$ cat config.mk
export PLATFORM = sky130hd
export DESIGN_NAME = iosbt_top
export DESIGN_NICKNAME = d
export VERILOG_FILES = /design/src/verilog/iosbt_pkg.sv /design/src/verilog/iosbt_pin_sync.sv /design/src/verilog/iosbt_parity.sv /design/src/verilog/iosbt_top.sv
export SDC_FILE = /design/constraint.sdc
export NUM_CORES = 1
export LEC_CHECK = 0
export BUFFER_PORTS_ARGS = -buffer_cell sky130_fd_sc_hd__buf_2
export CAP_MARGIN = 20
export CORE_UTILIZATION = 50
export DETAILED_ROUTE_END_ITERATION = 6
export PLACE_DENSITY = 0.77
export SETUP_SLACK_MARGIN = 0.02
export SYNTH_ARGS = -nofsm -noshare
export SYNTH_HDL_FRONTEND = slang
export SYNTH_SLANG_ARGS = --single-unit
$ cat constraint.sdc
create_clock -name clock_in -period 3.3 [get_ports clock_in]
set_input_delay 0.495 -clock clock_in [delete_from_list [all_inputs] [get_ports clock_in]]
set_output_delay 0.495 -clock clock_in [all_outputs]
set_load 0.01 [all_outputs]
$ cat src/verilog/iosbt_pkg.sv
// Shared constants and types of the board connection test structure
package iosbt_pkg;
  // ****************************************************
  // Register map
  // ****************************************************
  localparam logic [3:0] REG_CTRL = 4'h0;
  localparam logic [3:0] REG_STATUS = 4'h4;
  localparam logic [3:0] REG_PINS = 4'h8;
  localparam int CTRL_ALLOW_BIT = 0;
  localparam int CTRL_CLEAR_BIT = 1;
  localparam logic CTRL_ALLOW_RESET = 1'h1;
  localparam int STAT_ARMED_BIT = 0;
  localparam int STAT_MODE_LSB = 1;
  localparam int STAT_SETTLED_BIT = 3;
  localparam int STAT_PARITY_BIT = 4;
  localparam int STAT_ENABLE_BIT = 5;
  // ****************************************************
  // Pin vector layout
  // ****************************************************
  localparam int PIN_W = 12;
  localparam int P_EN = 0;
  localparam int P_MS0 = 1;
  localparam int P_MS1 = 2;
  localparam int P_NL = 3;
  localparam int P_DRV = 4;
  localparam int P_CSI = 5;
  localparam int P_DSI = 6;
  localparam int P_RST = 7;
  localparam int P_XTAL = 8;
  localparam int P_BCK = 9;
  localparam int P_FRM = 10;
  localparam int P_SF = 11;
  localparam int CHAIN_LSB = P_CSI;
  localparam int CHAIN_W = 7;
  localparam int QUIET_W = 9;
  // ****************************************************
  // Mode pin codes {sel0, sel1, net/line}
  // ****************************************************
  localparam logic [2:0] CODE_PARITY = 3'h5;
  localparam logic [2:0] CODE_DRIVE = 3'h6;
  localparam logic [2:0] CODE_HIZ = 3'h4;
  // ****************************************************
  // Timing
  // ****************************************************
  localparam int CLK_NS = 8;
  localparam int SETTLE_NS = 800;
  localparam int SETTLE_CYCLES = (SETTLE_NS + CLK_NS - 1) / CLK_NS;
  localparam int SETTLE_W = 7;
  // ****************************************************
  // Types
  // ****************************************************
  typedef enum logic [1:0] {
    MODE_OFF = 2'h0,
    MODE_PARITY = 2'h1,
    MODE_DRIVE = 2'h3,
    MODE_HIZ = 2'h2
  } iosbt_mode_type;
  typedef enum logic [2:0] {
    INIT_IDLE = 3'h0,
    INIT_S1 = 3'h1,
    INIT_S2 = 3'h3,
    INIT_S3 = 3'h2,
    INIT_S4 = 3'h6,
    INIT_S5 = 3'h7,
    INIT_S6 = 3'h5,
    INIT_S7 = 3'h4
  } iosbt_init_type;
  // Clock/frame pair {bit clock, frame} at each init step
  localparam logic [1:0] STEP1 = 2'h0;
  localparam logic [1:0] STEP2 = 2'h2;
  localparam logic [1:0] STEP3 = 2'h0;
  localparam logic [1:0] STEP4 = 2'h1;
  localparam logic [1:0] STEP5 = 2'h3;
  localparam logic [1:0] STEP6 = 2'h1;
  localparam logic [1:0] STEP7 = 2'h2;
endpackage

$ cat src/verilog/iosbt_pin_sync.sv
// Three stage pin synchroniser that accepts a level once stages two and three agree
`timescale 1ns/1ps
module iosbt_pin_sync import iosbt_pkg::*; #(
  parameter int W = 1
) (
  input wire logic clock_in,
  input wire logic nrst_in,
  input wire logic [W-1:0] pin_in,
  output logic [W-1:0] level_out
);
  logic [W-1:0] s1, s2, s3, lvl;
  logic [W-1:0] next_lvl;

  // Take a bit only where the last two stages agree
  always_comb begin
    next_lvl = (s2 & s3) | (lvl & (s2 | s3));
  end

  // Register the chain
  always_ff @(posedge clock_in or negedge nrst_in) begin
    if (!nrst_in) begin
      s1 <= '0;
      s2 <= '0;
      s3 <= '0;
      lvl <= '0;
    end else begin
      s1 <= pin_in;
      s2 <= s1;
      s3 <= s2;
      lvl <= next_lvl;
    end
  end

  assign level_out = lvl;
endmodule

$ cat src/verilog/iosbt_parity.sv
// Exclusive-or chain across the monitored input pins
`timescale 1ns/1ps
module iosbt_parity import iosbt_pkg::*; #(
  parameter int W = CHAIN_W
) (
  input wire logic [W-1:0] bits_in,
  output logic odd_out
);
  logic [W:0] link;

  // One gate per pin, chained in order
  assign link[0] = 1'b0;
  for (genvar i = 0; i < W; i++) begin : g_chain
    assign link[i+1] = link[i] ^ bits_in[i];
  end
  assign odd_out = link[W];
endmodule

$ cat src/verilog/iosbt_top.sv
// Board connection test structure: parity chain, forced drive and float modes
`timescale 1ns/1ps
module iosbt_top import iosbt_pkg::*; (
  input wire logic clock_in,
  input wire logic nrst_in,
  // Avalon-MM slave
  input wire logic [3:0] address_in,
  input wire logic read_in,
  input wire logic write_in,
  input wire logic [31:0] writedata_in,
  output logic [31:0] readdata_out,
  output logic waitrequest_out,
  // Test and mode pins
  input wire logic test_structure_enable_in,
  input wire logic mode_select_bit0_in,
  input wire logic mode_select_bit1_in,
  input wire logic network_or_line_side_select_in,
  input wire logic test_drive_in,
  // Functional input pins
  input wire logic control_serial_in,
  input wire logic data_serial_in,
  input wire logic master_reset_n_in,
  input wire logic crystal_in,
  input wire logic bit_clock_io_in,
  input wire logic frame_pulse_io_in,
  input wire logic superframe_pulse_io_in,
  // Normal values from the core
  input wire logic normal_data_serial_in,
  input wire logic normal_data_serial_oe_in,
  input wire logic normal_control_serial_in,
  input wire logic normal_control_serial_oe_in,
  input wire logic normal_frame_pulse_low_in,
  input wire logic normal_bit_clock_in,
  input wire logic normal_frame_pulse_in,
  input wire logic normal_superframe_in,
  input wire logic normal_timing_oe_in,
  // Output pins
  output logic data_serial_out,
  output logic data_serial_oe_out,
  output logic control_serial_out,
  output logic control_serial_oe_out,
  output logic frame_pulse_open_drain_out,
  output logic frame_pulse_open_drain_oe_out,
  output logic parity_chain_out,
  output logic parity_chain_oe_out,
  output logic bit_clock_io_out,
  output logic bit_clock_io_oe_out,
  output logic frame_pulse_io_out,
  output logic frame_pulse_io_oe_out,
  output logic superframe_pulse_io_out,
  output logic superframe_pulse_io_oe_out
);
  // ****************************************************
  // Pin capture
  // ****************************************************
  logic [PIN_W-1:0] pin_raw, pin;
  logic odd;

  assign pin_raw = {superframe_pulse_io_in, frame_pulse_io_in, bit_clock_io_in,
                    crystal_in, master_reset_n_in, data_serial_in, control_serial_in,
                    test_drive_in, network_or_line_side_select_in,
                    mode_select_bit1_in, mode_select_bit0_in, test_structure_enable_in};

  iosbt_pin_sync #(.W(PIN_W)) u_sync (
    .clock_in(clock_in),
    .nrst_in(nrst_in),
    .pin_in(pin_raw),
    .level_out(pin)
  );

  // Chain over every functional input
  iosbt_parity #(.W(CHAIN_W)) u_chain (
    .bits_in(pin[CHAIN_LSB +: CHAIN_W]),
    .odd_out(odd)
  );

  // ****************************************************
  // Init vector tracker
  // ****************************************************
  iosbt_init_type init_st, next_init_st;
  logic armed, next_armed;
  logic quiet;
  logic [1:0] pair;
  logic sw_clear;

  assign quiet = ~|pin[QUIET_W-1:0];
  assign pair = {pin[P_BCK], pin[P_FRM]};

  // Step through the clock/frame pattern with all else low except superframe, which is not watched
  always_comb begin
    next_init_st = init_st;
    next_armed = armed;
    if (sw_clear) begin
      next_armed = 1'b0;
    end
    if (!quiet) begin
      next_init_st = INIT_IDLE;
    end else begin
      case (init_st)
        INIT_IDLE: next_init_st = (pair == STEP1) ? INIT_S1 : INIT_IDLE;
        INIT_S1: begin
          if (pair == STEP2) next_init_st = INIT_S2;
          else if (pair != STEP1) next_init_st = INIT_IDLE;
        end
        INIT_S2: begin
          if (pair == STEP3) next_init_st = INIT_S3;
          else if (pair != STEP2) next_init_st = INIT_IDLE;
        end
        INIT_S3: begin
          if (pair == STEP4) next_init_st = INIT_S4;
          else if (pair != STEP3) next_init_st = INIT_IDLE;
        end
        INIT_S4: begin
          if (pair == STEP5) next_init_st = INIT_S5;
          else if (pair != STEP4) next_init_st = INIT_IDLE;
        end
        INIT_S5: begin
          if (pair == STEP6) next_init_st = INIT_S6;
          else if (pair != STEP5) next_init_st = INIT_IDLE;
        end
        INIT_S6: begin
          if (pair == STEP7) begin
            next_init_st = INIT_S7;
            next_armed = 1'b1;  // Set beats a clearing write
          end else if (pair != STEP6) begin
            next_init_st = (pair == STEP1) ? INIT_S1 : INIT_IDLE;
          end
        end
        INIT_S7: begin
          if (pair != STEP7) next_init_st = (pair == STEP1) ? INIT_S1 : INIT_IDLE;
        end
        default: next_init_st = INIT_IDLE;
      endcase
    end
  end

  // Register tracker state
  always_ff @(posedge clock_in or negedge nrst_in) begin
    if (!nrst_in) begin
      init_st <= INIT_IDLE;
      armed <= 1'b0;
    end else begin
      init_st <= next_init_st;
      armed <= next_armed;
    end
  end

  // ****************************************************
  // Mode decode
  // ****************************************************
  iosbt_mode_type mode;
  logic allow;
  logic [2:0] code;

  assign code = {pin[P_MS0], pin[P_MS1], pin[P_NL]};

  // Enable, init and software allow qualify the select code
  always_comb begin
    mode = MODE_OFF;
    if (pin[P_EN] && armed && allow) begin
      case (code)
        CODE_PARITY: mode = MODE_PARITY;
        CODE_DRIVE: mode = MODE_DRIVE;
        CODE_HIZ: mode = MODE_HIZ;
        default: mode = MODE_OFF;
      endcase
    end
  end

  // ****************************************************
  // Output pin drivers
  // ****************************************************
  logic next_ds, next_ds_oe, next_cs, next_cs_oe;
  logic next_fod, next_fod_oe, next_par, next_par_oe;
  logic next_bck, next_frm, next_sf, next_tim_oe;
  logic drv;

  assign drv = pin[P_DRV];

  // Pick normal, forced or floating values per mode
  always_comb begin
    next_ds = normal_data_serial_in;
    next_ds_oe = normal_data_serial_oe_in;
    next_cs = normal_control_serial_in;
    next_cs_oe = normal_control_serial_oe_in;
    next_fod = 1'b0;
    next_fod_oe = normal_frame_pulse_low_in;
    next_par = 1'b0;
    next_par_oe = 1'b1;
    next_bck = normal_bit_clock_in;
    next_frm = normal_frame_pulse_in;
    next_sf = normal_superframe_in;
    next_tim_oe = normal_timing_oe_in;
    case (mode)
      MODE_PARITY: begin
        next_par = odd;
        next_tim_oe = 1'b0;
      end
      MODE_DRIVE: begin
        next_ds = drv;
        next_ds_oe = 1'b1;
        next_cs = drv;
        next_cs_oe = 1'b1;
        next_fod_oe = ~drv;  // Open drain: released when high
        next_par = drv;
        next_bck = drv;
        next_frm = drv;
        next_sf = drv;
        next_tim_oe = 1'b1;
      end
      MODE_HIZ: begin
        next_ds_oe = 1'b0;
        next_cs_oe = 1'b0;
        next_fod_oe = 1'b0;
        next_par_oe = 1'b0;
        next_tim_oe = 1'b0;
      end
      default: begin
        next_par = 1'b0;
      end
    endcase
  end

  // Register all pin values
  always_ff @(posedge clock_in or negedge nrst_in) begin
    if (!nrst_in) begin
      data_serial_out <= 1'b0;
      data_serial_oe_out <= 1'b0;
      control_serial_out <= 1'b0;
      control_serial_oe_out <= 1'b0;
      frame_pulse_open_drain_out <= 1'b0;
      frame_pulse_open_drain_oe_out <= 1'b0;
      parity_chain_out <= 1'b0;
      parity_chain_oe_out <= 1'b0;
      bit_clock_io_out <= 1'b0;
      frame_pulse_io_out <= 1'b0;
      superframe_pulse_io_out <= 1'b0;
      bit_clock_io_oe_out <= 1'b0;
      frame_pulse_io_oe_out <= 1'b0;
      superframe_pulse_io_oe_out <= 1'b0;
    end else begin
      data_serial_out <= next_ds;
      data_serial_oe_out <= next_ds_oe;
      control_serial_out <= next_cs;
      control_serial_oe_out <= next_cs_oe;
      frame_pulse_open_drain_out <= next_fod;
      frame_pulse_open_drain_oe_out <= next_fod_oe;
      parity_chain_out <= next_par;
      parity_chain_oe_out <= next_par_oe;
      bit_clock_io_out <= next_bck;
      frame_pulse_io_out <= next_frm;
      superframe_pulse_io_out <= next_sf;
      bit_clock_io_oe_out <= next_tim_oe;
      frame_pulse_io_oe_out <= next_tim_oe;
      superframe_pulse_io_oe_out <= next_tim_oe;
    end
  end

  // ****************************************************
  // Settling timer
  // ****************************************************
  logic [SETTLE_W-1:0] settle, next_settle;
  logic [PIN_W-1:0] pin_last;

  // Reload on any input change, count down to settled
  always_comb begin
    next_settle = settle;
    if (pin != pin_last) begin
      next_settle = SETTLE_W'(SETTLE_CYCLES);
    end else if (settle != '0) begin
      next_settle = settle - 1'b1;
    end
  end

  // Register the timer
  always_ff @(posedge clock_in or negedge nrst_in) begin
    if (!nrst_in) begin
      settle <= '0;
      pin_last <= '0;
    end else begin
      settle <= next_settle;
      pin_last <= pin;
    end
  end

  // ****************************************************
  // Register bus
  // ****************************************************
  logic ack, next_ack;
  logic [31:0] rdata, next_rdata;
  logic next_allow;
  logic req;

  assign req = read_in | write_in;
  assign waitrequest_out = req & ~ack;
  assign sw_clear = write_in & ack & (address_in == REG_CTRL) & writedata_in[CTRL_CLEAR_BIT];

  // One wait cycle, then answer; unmapped reads give zero
  always_comb begin
    next_ack = req & ~ack;
    next_rdata = rdata;
    next_allow = allow;
    if (read_in && !ack) begin
      next_rdata = '0;
      case (address_in)
        REG_CTRL: next_rdata[CTRL_ALLOW_BIT] = allow;
        REG_STATUS: begin
          next_rdata[STAT_ARMED_BIT] = armed;
          next_rdata[STAT_MODE_LSB +: 2] = mode;
          next_rdata[STAT_SETTLED_BIT] = (settle == '0);
          next_rdata[STAT_PARITY_BIT] = odd;
          next_rdata[STAT_ENABLE_BIT] = pin[P_EN];
        end
        REG_PINS: next_rdata[PIN_W-1:0] = pin;
        default: next_rdata = '0;
      endcase
    end
    if (write_in && ack && address_in == REG_CTRL) begin
      next_allow = writedata_in[CTRL_ALLOW_BIT];
    end
  end

  // Register bus state
  always_ff @(posedge clock_in or negedge nrst_in) begin
    if (!nrst_in) begin
      ack <= 1'b0;
      rdata <= '0;
      allow <= CTRL_ALLOW_RESET;
    end else begin
      ack <= next_ack;
      rdata <= next_rdata;
      allow <= next_allow;
    end
  end

  assign readdata_out = rdata;
endmodule

==> metrics <==
FP Rows=31; CTS tree=done; endpoint type of the worst setup path=register; met1 GRT Util=22.2%; Clk Latency, worst-skew pair=350 ps; Boundary Pins=around 110; Hold-fix buffers, CTS=0; Die H=88.2 µm; most frequent cells in the layout=95 x dfrtp_1, 55 x buf_2, 21 x xnor2_1, 21 x conb_1, 19 x nand2_1; Die W=between 80 and 90 µm; # Max-Cap Violations=0; Reg2Reg Setup Slack=1690 ps; arrival time at the worst endpoint=between 1500 and 2000 ps; routed len/inst=12.5 µm; detailed-route via count=2,142; DRT Wirelength=roughly 5.6 mm; combinational share of power=9.4%; Synth Cell Area=3710 µm²; global router's overall resource usage=16.1%; met2 Use GR=24.3%; die footprint=7780 µm²; Post-synth ARST share=100%; Clk pin slew, worst setup/hold paths=90 ps; Slew Viols, Final=0; worst setup path class=register to register; Cells after Synth=around 290; Initial Utilization=51.5%; ANT cells=0; relative slew slack=43.4%; Fin Clk Skew=8.95 ps; clock sink count=between 90 and 100; CTS buffer count=9; final non-filler cell total=447; DP HPWL=roughly 4 mm; Hold Violations, Final=0; worst vdd ir=0.290 mV; Seq/Total Area, Yosys=64.7%; sequential power share=56.4%; crit path time final=1610 ps; max frequency=0.623 GHz; vias per cell=between 4 and 5; Synth area leaders=dfrtp_1 64%, buf_4 5.1%, xnor2_1 5.0%; switch share=24.1%; Placed Cells=431; DRT antenna net count=0; synthesis-to-finish area growth=13.0%; CTS root buffer=clkbuf_8; Syn Area/Cell=13.0 µm²; Sw Pwr=0.568 mW; Final #Nets=406; Worst Hold Class=primary input to asynchronous set/reset pin; Pint=1.79 mW; largest net degree at the start of global routing=64; first-pass GRT wire length=9.25 mm; Synth Register Bits=96; GR Util met3=3.49%; data required time of the critical path=3540 ps; commonest non-fill, non-tap cell in the layout=dfrtp_1; vias in the first global route=2,013; GRT busiest layer=met2; post-synth cell types=48; top cell type's share of synthesized area=64.0%; P per Cell Area=561 nW/µm²; clk buf depth=2; count of final setup violators=0; total placed instance area=between 3000 and 4000 µm²; outcome=finished clean; H-tree Lvls=3; RSZ-0062 raised after global routing=no; share of cells above drive strength 1=about a quarter; commonest register cell after synthesis=dfrtp_1; 1st-iter DRT viols=between 100 and 150; setup bufs post-CTS=0; Pre-antenna DRT Iters=4; post-cts resize count=0; fin area=around 4200 µm²; total leakage power=1.93 nW; CP Launch Type=register; Clock power frac=34.2%; fillcell total=607; CORE AREA=7210 µm²; port bufs=56; Residual DRC=0; Slew @ Worst Pin=around 850 ps; Final Wtd Congestion=a little over 0.8; crit share post-route=48.7%; post-route core utilization=58.2%; Yosys Warn Count=0; antenna violations before repair=0; Post-synth EDFFs=0; Yosys top cell by area=dfrtp_1; crit-path max FO=6; grt ovf=0; TNS Setup=0 ps
-- per-stage QoR --
step	total power [mW]	setup slack [ps]	hold slack [ps]
after global placement	1.57	1560	332
after detailed placement	1.58	1530	335
after global routing	2.47	1510	214
after floorplan	1.50	1850	199
after CTS	2.39	1700	226
final	2.35	1690	206
-- kinds of logic (layout without fill, tap and decap cells) --
| family | count (synthesis) | in the layout | share of synthesized area, % |
|---|---|---|---|
| adder cells (fa/ha/maj) | 14 | 14 | 3.91 |
| flip-flops | 96 | 96 | 64.7 |
| AO/OA/AOI/OAI | 32 | 32 | 6.03 |
| XOR/XNOR | 22 | 22 | 5.19 |
| AND/OR/NAND/NOR | 81 | 81 | 12.2 |
| buffers and inverters | 35 | 78 | 6.74 |
| other | 1 | 21 | 0.101 |
| multiplexers | 4 | 4 | 1.15 |
-- final cells by class --
type                    count  area, µm²  share of cell area (%)
repair buffers             59        305                    7.27
clock inverters             7       93.8                    2.24
clock buffers               9        124                    2.95
multi-input cells         174       1140                    27.1
well taps                  99        124                    2.95
flip-flops and latches     96       2400                    57.3
inverters                   3       11.3                   0.268
-- state kept, by name, indices dropped and copies added (netlist names) --
name / flops
data_serial_out: 1
settle: 7
readdata_out: 12
ack: 1
parity_chain_oe_out: 1
u_sync.s1: 12
init_st: 3
frame_pulse_io_out: 1
pin_last: 12
bit_clock_io_out: 1
u_sync.level_out: 12
armed: 1
data_serial_oe_out: 1
superframe_pulse_io_oe_out: 1
u_sync.s3: 12
superframe_pulse_io_out: 1
frame_pulse_open_drain_oe_out: 1
allow: 1
parity_chain_out: 1
control_serial_oe_out: 1
control_serial_out: 1
u_sync.s2: 12
-- metal layers --
metal  wire length, µm  up-vias
li1                  -     1041
met1              2690     1034
met2              2570       58
met3               255        9
met4                89        0
met5                 0        -
-- path summary, 6_finish.rpt --
check	depth (start not counted)	from	to
min in group clock_in	1	test_structure_enable_in	u_sync.s1[0]
max in group asynchronous	2	nrst_in	u_sync.s3[4]
setup / recovery	6	settle[0]	settle[4]
hold / removal	1	nrst_in	readdata_out[9]
hold reg to reg	0	u_sync.s1[8]	u_sync.s2[8]
setup reg to reg	6	settle[0]	settle[4]
-- Yosys cell counts, drive strengths merged, types with 6 or more instances --
master   n
dfrtp   95
buf     30
xnor2   21
nand2   19
nor2    16
maj3    12
nand3    8
o21ai    8
a21o     6
nor3     6
-- power by group through the flow --
stage | combinational [mW] | sequential [mW] | clock (mW)
floorplan | 0.167 | 1.34 | 0
global placement | 0.219 | 1.35 | 0
CTS | 0.225 | 1.33 | 0.839
global route | 0.251 | 1.34 | 0.882
detailed placement | 0.224 | 1.35 | 0
finish | 0.221 | 1.33 | 0.806
-- critical path: stages (launching register included) --
cell and delay [ps]:
dfrtp_1 410, inv_1 90, ha_1 160, nor3b_1 270, and2_1 320, nor4_1 90
o21a_1 170
No activity file was read; power rests on OpenSTA's default activity.
